### config.mk
export PLATFORM = sky130hd
export DESIGN_NAME = deser_status_config_regs
export DESIGN_NICKNAME = d
export VERILOG_FILES = /design/src/inc/deser_regs_pkg.sv /design/src/verilog/parity_threshold_flag.sv /design/src/verilog/deser_status_config_regs.sv
export SDC_FILE = /design/constraint.sdc
export NUM_CORES = 1
export LEC_CHECK = 0
export BUFFER_PORTS_ARGS = -buffer_cell sky130_fd_sc_hd__buf_2
export CAP_MARGIN = 10
export CORE_MARGIN = 1
export CORE_UTILIZATION = 35
export CTS_CLUSTER_SIZE = 40
export DETAILED_ROUTE_END_ITERATION = 10
export SLEW_MARGIN = 20
export SYNTH_ARGS = -nofsm -noshare
export SYNTH_HDL_FRONTEND = slang
export SYNTH_SLANG_ARGS = --single-unit
export TNS_END_PERCENT = 5
### constraint.sdc
create_clock -name ref_clk -period 6.5 [get_ports ref_clk]
set_input_delay 0 -clock ref_clk [delete_from_list [all_inputs] [get_ports ref_clk]]
set_output_delay 0 -clock ref_clk [all_outputs]
set_load 0.02 [all_outputs]
### src/inc/deser_regs_pkg.sv
// Shared constants and carrier types for the deserializer status/config bank.
// Assumes a 100 MHz ref_clk and an upstream I2C target that issues register requests.
package deser_regs_pkg;

    // Register offsets
    localparam logic [7:0] ADDR_REVISION = 8'h03;
    localparam logic [7:0] ADDR_STATUS   = 8'h04;
    localparam logic [7:0] ADDR_PAR_HI   = 8'h05;
    localparam logic [7:0] ADDR_PAR_LO   = 8'h06;
    localparam logic [7:0] ADDR_WDOG     = 8'h07;
    localparam logic [7:0] ADDR_LBUS     = 8'h08;

    // Values after reset
    localparam logic [7:0] RST_PAR_HI      = 8'h01;
    localparam logic [7:0] RST_PAR_LO      = 8'h00;
    localparam logic [6:0] RST_WDOG_TIMER  = 7'h7F;
    localparam logic       RST_WDOG_OFF    = 1'b0;
    localparam logic       RST_WR_BLOCK    = 1'b0;
    localparam logic [2:0] RST_SDA_HOLD    = 3'h1;
    localparam logic [3:0] RST_FILTER      = 4'hC;

    // Field positions
    localparam int REV_LSB        = 4;
    localparam int STS_CKSUM_BIT  = 7;
    localparam int STS_INIT_BIT   = 6;
    localparam int STS_REFERENCE_CLOCK_INPUT_BIT = 4;
    localparam int STS_PASS_BIT   = 3;
    localparam int STS_LOCK_BIT   = 2;
    localparam logic [1:0] STS_RSVD_LOW = 2'h3;
    localparam int WDOG_TIMER_LSB = 1;
    localparam int WDOG_OFF_BIT   = 0;
    localparam int LBUS_BLOCK_BIT = 7;
    localparam int LBUS_HOLD_LSB  = 4;
    localparam int LBUS_FILT_LSB  = 0;

    // Timing
    localparam int CLK_PERIOD_NS     = 10;
    localparam int WDOG_UNIT_MS      = 2;
    localparam int WDOG_UNIT_CYCLES  = WDOG_UNIT_MS * 1000000 / CLK_PERIOD_NS;
    localparam int SDA_HOLD_STEP_NS  = 40;
    localparam int SDA_HOLD_STEP_CYC = (SDA_HOLD_STEP_NS + CLK_PERIOD_NS - 1) / CLK_PERIOD_NS;
    localparam int FILTER_STEP_NS    = 5;
    localparam int REFERENCE_CLOCK_INPUT_MIN_MHZ    = 12;
    localparam int REFERENCE_CLOCK_INPUT_MAX_MHZ    = 64;
    localparam int REFERENCE_CLOCK_INPUT_DIV        = 8;
    localparam int MEAS_WINDOW_NS    = 10000;
    localparam int MEAS_WINDOW_CYC   = MEAS_WINDOW_NS / CLK_PERIOD_NS;
    localparam int REFERENCE_CLOCK_INPUT_MIN_EVENTS = REFERENCE_CLOCK_INPUT_MIN_MHZ * MEAS_WINDOW_NS / 1000 / REFERENCE_CLOCK_INPUT_DIV;
    localparam int REFERENCE_CLOCK_INPUT_MAX_EVENTS = REFERENCE_CLOCK_INPUT_MAX_MHZ * MEAS_WINDOW_NS / 1000 / REFERENCE_CLOCK_INPUT_DIV;

    // One register access from the I2C target
    typedef struct packed {
        logic       wr;
        logic       rd;
        logic       remote;
        logic [7:0] addr;
        logic [7:0] wdata;
    } reg_req_t;

    // Per-port parity event inputs
    typedef struct packed {
        logic [1:0] err;
        logic [1:0] clear;
    } parity_evt_t;

endpackage

### src/verilog/parity_threshold_flag.sv
// One receive port's parity error counter and threshold flag.
// Assumes one-cycle error pulses and a threshold stable in ref_clk.
`timescale 1ns/100ps
module parity_threshold_flag
    import deser_regs_pkg::*;
#(
    parameter int CNT_W = 16
) (
    input  wire logic             ref_clk,
    input  wire logic             reset,
    input  wire logic             err_i,
    input  wire logic             clear_i,
    input  wire logic [CNT_W-1:0] threshold_i,
    output logic                  flag_q
);
    logic [CNT_W-1:0] count_q;
    logic [CNT_W-1:0] count_d;

    // Saturate so a long run never wraps below the threshold
    always_comb begin
        count_d = count_q;
        if (clear_i) begin
            // An error in the clearing cycle still counts
            count_d = CNT_W'(err_i);
        end else if (err_i && (count_q != {CNT_W{1'b1}})) begin
            count_d = count_q + 1'b1;
        end
    end

    always_ff @(posedge ref_clk or posedge reset) begin
        if (reset) begin
            count_q <= '0;
        end else begin
            count_q <= count_d;
        end
    end

    always_ff @(posedge ref_clk or posedge reset) begin
        if (reset) begin
            flag_q <= 1'b0;
        end else begin
            flag_q <= (count_d >= threshold_i);
        end
    end
endmodule

### src/verilog/deser_status_config_regs.sv
// Device status and configuration register bank of the deserializer hub.
// Assumes the I2C target presents one request per cycle; read data follows one cycle later.
`timescale 1ns/100ps
module deser_status_config_regs
    import deser_regs_pkg::*;
#(
    parameter logic [3:0] SILICON_REV_CODE = 4'h5,   // Arbitrary value
    parameter logic [3:0] PHOTOMASK_CODE   = 4'h3,   // Arbitrary value
    parameter int         WDOG_UNIT_CYC    = WDOG_UNIT_CYCLES,
    parameter int         PORTS            = 2
) (
    input  wire logic        ref_clk,
    input  wire logic        reset,
    input  wire reg_req_t    reg_req,
    output logic [7:0]       reg_rdata,
    output logic             reg_rvalid,
    output logic             remote_write_refused,
    input  wire logic        cfg_load_done,
    input  wire logic        cfg_checksum_valid,
    input  wire logic        reference_clock_input_div_toggle,
    input  wire logic        pass_source,
    input  wire logic        lock_source,
    output logic             pass_pin,
    output logic             lock_pin,
    input  wire parity_evt_t parity_evt,
    output logic [PORTS-1:0] parity_error_flag,
    input  wire logic        bc_txn_active,
    output logic             bc_txn_abort,
    input  wire logic        scl_in,
    input  wire logic        sda_in,
    output logic             scl_filtered,
    output logic             sda_held
);
    localparam int PRESC_W = $clog2(WDOG_UNIT_CYC + 1);
    localparam int HOLD_MAX = 7 * SDA_HOLD_STEP_CYC;

    // Port count is fixed by the two-lane parity event carrier
    if (WDOG_UNIT_CYC < 1 || PORTS != 2) begin : g_bad_param
        $error("unsupported parameter value");
    end

    // Register state
    logic [7:0] thold_hi_q;
    logic [7:0] thold_lo_q;
    logic [6:0] wdog_timer_q;
    logic       wdog_off_q;
    logic       wr_block_q;
    logic [2:0] sda_hold_q;
    logic [3:0] filter_depth_q;
    logic       init_done_q;
    logic       cksum_ok_q;
    logic       reference_clock_input_ok_q;
    logic [15:0] parity_error_threshold;

    logic wr_ok;
    assign wr_ok = reg_req.wr && !(reg_req.remote && wr_block_q);
    assign parity_error_threshold = {thold_hi_q, thold_lo_q};

    // Writable registers; read-only offsets have no write path
    always_ff @(posedge ref_clk or posedge reset) begin
        if (reset) begin
            thold_hi_q     <= RST_PAR_HI;
            thold_lo_q     <= RST_PAR_LO;
            wdog_timer_q   <= RST_WDOG_TIMER;
            wdog_off_q     <= RST_WDOG_OFF;
            wr_block_q     <= RST_WR_BLOCK;
            sda_hold_q     <= RST_SDA_HOLD;
            filter_depth_q <= RST_FILTER;
        end else if (wr_ok) begin
            unique case (reg_req.addr)
                ADDR_PAR_HI: begin
                    thold_hi_q <= reg_req.wdata;
                end
                ADDR_PAR_LO: begin
                    thold_lo_q <= reg_req.wdata;
                end
                ADDR_WDOG: begin
                    wdog_timer_q <= reg_req.wdata[WDOG_TIMER_LSB +: 7];
                    wdog_off_q   <= reg_req.wdata[WDOG_OFF_BIT];
                end
                ADDR_LBUS: begin
                    wr_block_q     <= reg_req.wdata[LBUS_BLOCK_BIT];
                    sda_hold_q     <= reg_req.wdata[LBUS_HOLD_LSB +: 3];
                    filter_depth_q <= reg_req.wdata[LBUS_FILT_LSB +: 4];
                end
                default: begin
                end
            endcase
        end
    end

    // Refusal only reports; the pass-through path to local targets is elsewhere
    always_ff @(posedge ref_clk or posedge reset) begin
        if (reset) begin
            remote_write_refused <= 1'b0;
        end else begin
            remote_write_refused <= reg_req.wr && reg_req.remote && wr_block_q;
        end
    end

    // Read path; reads have no side effects
    always_ff @(posedge ref_clk or posedge reset) begin
        if (reset) begin
            reg_rdata  <= 8'h00;
            reg_rvalid <= 1'b0;
        end else begin
            reg_rvalid <= reg_req.rd;
            if (reg_req.rd) begin
                unique case (reg_req.addr)
                    ADDR_REVISION: begin
                        reg_rdata <= {SILICON_REV_CODE, PHOTOMASK_CODE};
                    end
                    ADDR_STATUS: begin
                        reg_rdata <= {cksum_ok_q, init_done_q, 1'b0, reference_clock_input_ok_q,
                                      pass_pin, lock_pin, STS_RSVD_LOW};
                    end
                    ADDR_PAR_HI: begin
                        reg_rdata <= thold_hi_q;
                    end
                    ADDR_PAR_LO: begin
                        reg_rdata <= thold_lo_q;
                    end
                    ADDR_WDOG: begin
                        reg_rdata <= {wdog_timer_q, wdog_off_q};
                    end
                    ADDR_LBUS: begin
                        reg_rdata <= {wr_block_q, sda_hold_q, filter_depth_q};
                    end
                    default: begin
                        reg_rdata <= 8'h00;
                    end
                endcase
            end
        end
    end

    // Initialization status, caught once the loader reports done
    always_ff @(posedge ref_clk or posedge reset) begin
        if (reset) begin
            init_done_q <= 1'b0;
            cksum_ok_q  <= 1'b0;
        end else if (cfg_load_done && !init_done_q) begin
            init_done_q <= 1'b1;
            cksum_ok_q  <= cfg_checksum_valid;
        end
    end

    // Pin mirrors: the status bits read the same flops that drive the pins
    always_ff @(posedge ref_clk or posedge reset) begin
        if (reset) begin
            pass_pin <= 1'b0;
            lock_pin <= 1'b0;
        end else begin
            pass_pin <= pass_source;
            lock_pin <= lock_source;
        end
    end

    // Reference clock measurement: divided-clock edges counted over a fixed window of ref_clk cycles
    logic       rc_meta_q;
    logic       rc_sync_q;
    logic       rc_prev_q;
    logic [9:0] win_cnt_q;
    logic [7:0] edge_cnt_q;
    logic       win_end;

    assign win_end = (win_cnt_q == 10'(MEAS_WINDOW_CYC - 1));

    // Divided clock is asynchronous to ref_clk, so it crosses on two flops
    always_ff @(posedge ref_clk or posedge reset) begin
        if (reset) begin
            rc_meta_q <= 1'b0;
            rc_sync_q <= 1'b0;
            rc_prev_q <= 1'b0;
        end else begin
            rc_meta_q <= reference_clock_input_div_toggle;
            rc_sync_q <= rc_meta_q;
            rc_prev_q <= rc_sync_q;
        end
    end

    always_ff @(posedge ref_clk or posedge reset) begin
        if (reset) begin
            win_cnt_q   <= 10'h000;
            edge_cnt_q  <= 8'h00;
            reference_clock_input_ok_q <= 1'b0;
        end else if (win_end) begin
            win_cnt_q   <= 10'h000;
            edge_cnt_q  <= 8'h00;
            reference_clock_input_ok_q <= (edge_cnt_q >= 8'(REFERENCE_CLOCK_INPUT_MIN_EVENTS)) &&
                           (edge_cnt_q <= 8'(REFERENCE_CLOCK_INPUT_MAX_EVENTS));
        end else begin
            win_cnt_q <= win_cnt_q + 10'h001;
            if ((rc_sync_q != rc_prev_q) && (edge_cnt_q != 8'hFF)) begin
                edge_cnt_q <= edge_cnt_q + 8'h01;
            end
        end
    end

    // Per-port parity threshold flags
    for (genvar p = 0; p < PORTS; p++) begin : g_port
        parity_threshold_flag #(
            .CNT_W       (16)
        ) u_flag (
            .ref_clk     (ref_clk),
            .reset       (reset),
            .err_i       (parity_evt.err[p]),
            .clear_i     (parity_evt.clear[p]),
            .threshold_i (parity_error_threshold),
            .flag_q      (parity_error_flag[p])
        );
    end

    // Back-channel watchdog
    logic [PRESC_W-1:0] presc_q;
    logic [7:0]         units_q;
    logic               fired_q;
    logic               unit_tick;

    assign unit_tick = (presc_q == PRESC_W'(WDOG_UNIT_CYC - 1));

    // A zero timeout would wait a full 256 units; software is told not to use it
    always_ff @(posedge ref_clk or posedge reset) begin
        if (reset) begin
            presc_q      <= '0;
            units_q      <= 8'h00;
            fired_q      <= 1'b0;
            bc_txn_abort <= 1'b0;
        end else if (!bc_txn_active || wdog_off_q) begin
            presc_q      <= '0;
            units_q      <= 8'h00;
            fired_q      <= 1'b0;
            bc_txn_abort <= 1'b0;
        end else begin
            bc_txn_abort <= 1'b0;
            if (!fired_q) begin
                presc_q <= unit_tick ? '0 : presc_q + 1'b1;
                if (unit_tick) begin
                    units_q <= units_q + 8'h01;
                    if ((units_q + 8'h01) == {1'b0, wdog_timer_q}) begin
                        fired_q      <= 1'b1;
                        bc_txn_abort <= 1'b1;
                    end
                end
            end
        end
    end

    // Glitch filters: an input change must persist past the programmed width
    logic [3:0] filt_cyc;
    logic [1:0] line_in;
    logic [1:0] line_q;
    assign filt_cyc = 4'((filter_depth_q * FILTER_STEP_NS + CLK_PERIOD_NS - 1) / CLK_PERIOD_NS);
    assign line_in  = {sda_in, scl_in};

    for (genvar l = 0; l < 2; l++) begin : g_filt
        logic [3:0] stable_q;
        always_ff @(posedge ref_clk or posedge reset) begin
            if (reset) begin
                stable_q  <= 4'h0;
                line_q[l] <= 1'b1;
            end else if (line_in[l] == line_q[l]) begin
                stable_q <= 4'h0;
            end else if (stable_q >= filt_cyc) begin
                stable_q  <= 4'h0;
                line_q[l] <= line_in[l];
            end else begin
                stable_q <= stable_q + 4'h1;
            end
        end
    end

    // SDA hold line: delay the filtered SDA by whole 40 ns steps
    logic [HOLD_MAX-1:0] sda_line_q;
    logic [4:0]          hold_cyc;
    assign hold_cyc = 5'(sda_hold_q * SDA_HOLD_STEP_CYC);

    always_ff @(posedge ref_clk or posedge reset) begin
        if (reset) begin
            sda_line_q   <= '1;
            sda_held     <= 1'b1;
            scl_filtered <= 1'b1;
        end else begin
            sda_line_q   <= {sda_line_q[HOLD_MAX-2:0], line_q[1]};
            sda_held     <= (hold_cyc == 5'h00) ? line_q[1] : sda_line_q[hold_cyc - 5'h01];
            scl_filtered <= line_q[0];
        end
    end
endmodule

==> flow_summary_export.csv <==
group,metric,value,unit
sta,slew-limit-headroom,35.7,%
detailed_routing,drt_first_pass_iters,4,
sta,finalHoldViolCount,0,
die,placementRows,58,
synth,avgSynthCellArea,10.8,µm²
pwr,seq_power_share,48.7,%
synth,synth-edff-count,0,
clock_network,cts.sinks,170,
detailed_routing,vias,6106,
detailed_routing,post_drt_via_cell_ratio,4.92,
global_route,grt_pass1_vias,6158,
sta,min_period,4950,ps
pwr,power.net_switching,793,µW
synth,synth_adder_area_share,8.61,%
synth,yosys_warnings,0,
synth,synth-seq-cells,170,
die,die_y,162,µm
synth,synth-simple-area-share,16.9,%
synth,synth_ff_type,"dfrtp_1",
pwr,vdd_drop_max,198,µV
cells_and_area,final_cells,1240,
global_route,antenna_found_initial,2,
placement,place_congestion,0.819,
sta,fin_setup_tns,0,ps
sta,finalSetupViolCount,0,
run_status,status,"finished clean",
clock_network,postCtsSetupBuffers,0,
critical_path,critPathKind,"register to register",
placement,hpwl,13100,µm
clock_network,cts_tree,"yes",
sta,timing.fmax,0.202,GHz
global_route,grt_pass1_wl,31200,µm
critical_path,start_kind,"register",
die,initial_core_util,35.6,%
worst_hold_path,hold_path.startpoint,"parity_evt[1]",
synth,seq_area_frac_synth,48.4,%
synth,syn-num-nets,918,
cells_and_area,fillers,2416,
clock_network,cts_made_buffers,17,
detailed_routing,detail_route.wl_per_cell,14.7,µm
synth,ys_types,72,
clock_network,root_buffer,"clkbuf_16",
die,design.core.area,25000,µm²
sta,skew,13.1,ps
sta,post-route-period-util,76.1,%
cells_and_area,drive_above_1_share,20.0,%
synth,syn_area,8910,µm²
pwr,powerDensity,276,nW/µm²
placement,io_buffers,49,
die,dieArea,26100,µm²
critical_path,crit_fanout,7,
cells_and_area,area_growth,15.6,%
global_route,grt-ovfl-total,0,
sta,rsz0062_at_grt,"false",
die,die_w,162,µm
synth,synthCells,826,
worst_hold_path,hp-class,"input port to register",
clock_network,clockBufferDepth,2,
synth,synth_top_family_by_area,"simple AND/OR/NAND/NOR gates",
detailed_routing,drt_iter0_drc,290,
pwr,comb_power_share,15.4,%
cells_and_area,fin_nets,989,
worst_hold_path,hold_depth,2,
detailed_routing,routed_wl,18200,µm
worst_hold_path,hold_path_end,"g_port[1].u_flag.count_q[8]",
die,io_pins,50,
critical_path,reg2reg_slack,1550,ps
clock_network,path_clk_slew,70,ps
pwr,p_int,2050,µW
sta,tightest_slew,965,ps
pwr,p_leak,0.00472,µW
synth,postSynth.asyncResetShare,100,%
detailed_routing,post-route-drc-count,0,
synth,synth-xor-area-share,8.32,%
flow_run,drv_cap,0,
synth,synth-compound-area-share,8.18,%
critical_path,endpoint_kind,"register",
placement,dpl.cell_count,1185,
critical_path,r2r-start,"filter_depth_q[0]",
synth,synthMuxAreaShare,6.81,%
detailed_routing,ant_nets,0,
global_route,grt_start_max_net_pins,108,
critical_path,worstPathArrival,5300,ps
critical_path,cp.required,6850,ps
critical_path,worst_r2r_endpoint,"line_q[1]",
pwr,clock_power_share,36.0,%
clock_network,cts-htree-levels,4,
clock_network,cts_resized,0,
sta,slew_viol_final,0,
critical_path,rr_worst_depth,20,
pwr,switching_share,27.9,%
cells_and_area,diodes,0,
global_route,track_usage,15.1,%
clock_network,clk_latency,430,ps
## placed cells by master, fill, tap and decap left out, drive strengths merged, types with 17 or more instances in the layout
master and instances:
ha 58, dfrtp 127, dfstp 43, xor2 52, clkbuf 19, nand2 46
buf 50, nand4 24, a21o 18, mux2 33, o21ai 17, nor2 105
a21oi 34, nand3 32, xnor2 30, dlygate4sd3 23, inv 48, and3 23
## what timing repair did
item	in CTS	in global routing
hold buffers	23	0
endpoints found under the setup margin	0	0
endpoints found under the hold margin	135	0
## worst max-delay path, stage by stage (launching register included)
cell      delay (ps)
dfrtp_1          440
ha_1             240
fa_1             370
ha_1             380
a31oi_2          300
xnor2_2          200
and2_2           230
inv_1             60
ha_1             260
and2b_2          210
a21bo_1          220
a22o_4           270
inv_4             80
mux2i_1          180
a22oi_1          110
ha_1             290
nand2b_1         140
a21o_1           170
a21o_1           170
a21oi_1          220
mux2_2           360
## metal layers
metal / GRT usage, % / vias to the layer above / part of all wire [%]
met5: 0 / - / 0.13
met4: 4.42 / 4 / 0.81
met3: 3.11 / 13 / 3.1
met2: 25.0 / 72 / 48
met1: 19.8 / 2985 / 48
li1: - / 3032 / -
## cell type report
class	instances	area (µm²)	area share (%)
Clock buffer	19	443	4.30
Clock inverter	13	148	1.43
Inverter	37	146	1.42
Multi-Input combinational cell	598	4350	42.3
Sequential cell	170	4310	41.9
Tap cell	330	413	4.01
Timing Repair Buffer	73	483	4.69
## worst max path at each step
stage | from | to | cells past startpoint
6_report | filter_depth_q[0] | line_q[1] | 20
5_1_grt | filter_depth_q[0] | line_q[1] | 20
4_1_cts | filter_depth_q[0] | line_q[1] | 20
3_3_place_gp | filter_depth_q[0] | line_q[0] | 20
2_1_floorplan | filter_depth_q[0] | line_q[0] | 20
3_5_place_dp | filter_depth_q[0] | line_q[1] | 20
## power by group through the flow
stage | clock [µW] | combinational (µW) | sequential, µW
final | 1020 | 437 | 1380
after global routing | 1100 | 500 | 1410
after CTS | 1060 | 444 | 1390
after detailed placement | 0 | 431 | 1400
after global placement | 0 | 425 | 1400
after floorplan | 0 | 336 | 1380
## logic make-up (layout without fill, tap and decap cells)
kind of cell | after synthesis | after routing
buf+inv | 58 | 142
compound gates | 110 | 110
fa+ha+maj | 61 | 61
mux | 49 | 49
simple gates | 296 | 296
flops | 170 | 170
xor+xnor | 82 | 82
## sequential cells by signal, summed over array words and instances, names as in the netlist, 10 cells and up
| register | cells |
|---|---|
| g_port.u_flag.count_q | 32 |
| presc_q | 18 |
| sda_line_q | 28 |
| win_cnt_q | 10 |
## through the flow
step           hold WS (ps)  utilization [%]  total power [µW]  worst slack [ps]  instance area [µm²]
6_report               29.2             41.1              2850              1550                10300
5_1_grt                50.3             41.1              3010              1220                10300
4_1_cts                16.9             41.1              2890              1540                10300
3_5_place_dp            110             37.8              1840              1550                 9470
3_3_place_gp            109             37.8              1830              1650                 9470
2_1_floorplan          31.4                -              1720              1870                 8910
## cell usage after synthesis (all sizes together), types with 18 or more instances
library cell | count | share of area, %
a21o | 18 | 1.5
a21oi | 34 | 2.0
and3 | 23 | 1.6
dfrtp | 127 | 36
dfstp | 43 | 13
ha | 58 | 8.1
inv | 37 | 1.6
mux2 | 33 | 4.2
nand2 | 46 | 2.0
nand3 | 32 | 2.0
nand4 | 24 | 1.7
nor2 | 105 | 4.4
xnor2 | 30 | 3.1
xor2 | 52 | 5.2
Power figures use the tool's default switching activity.
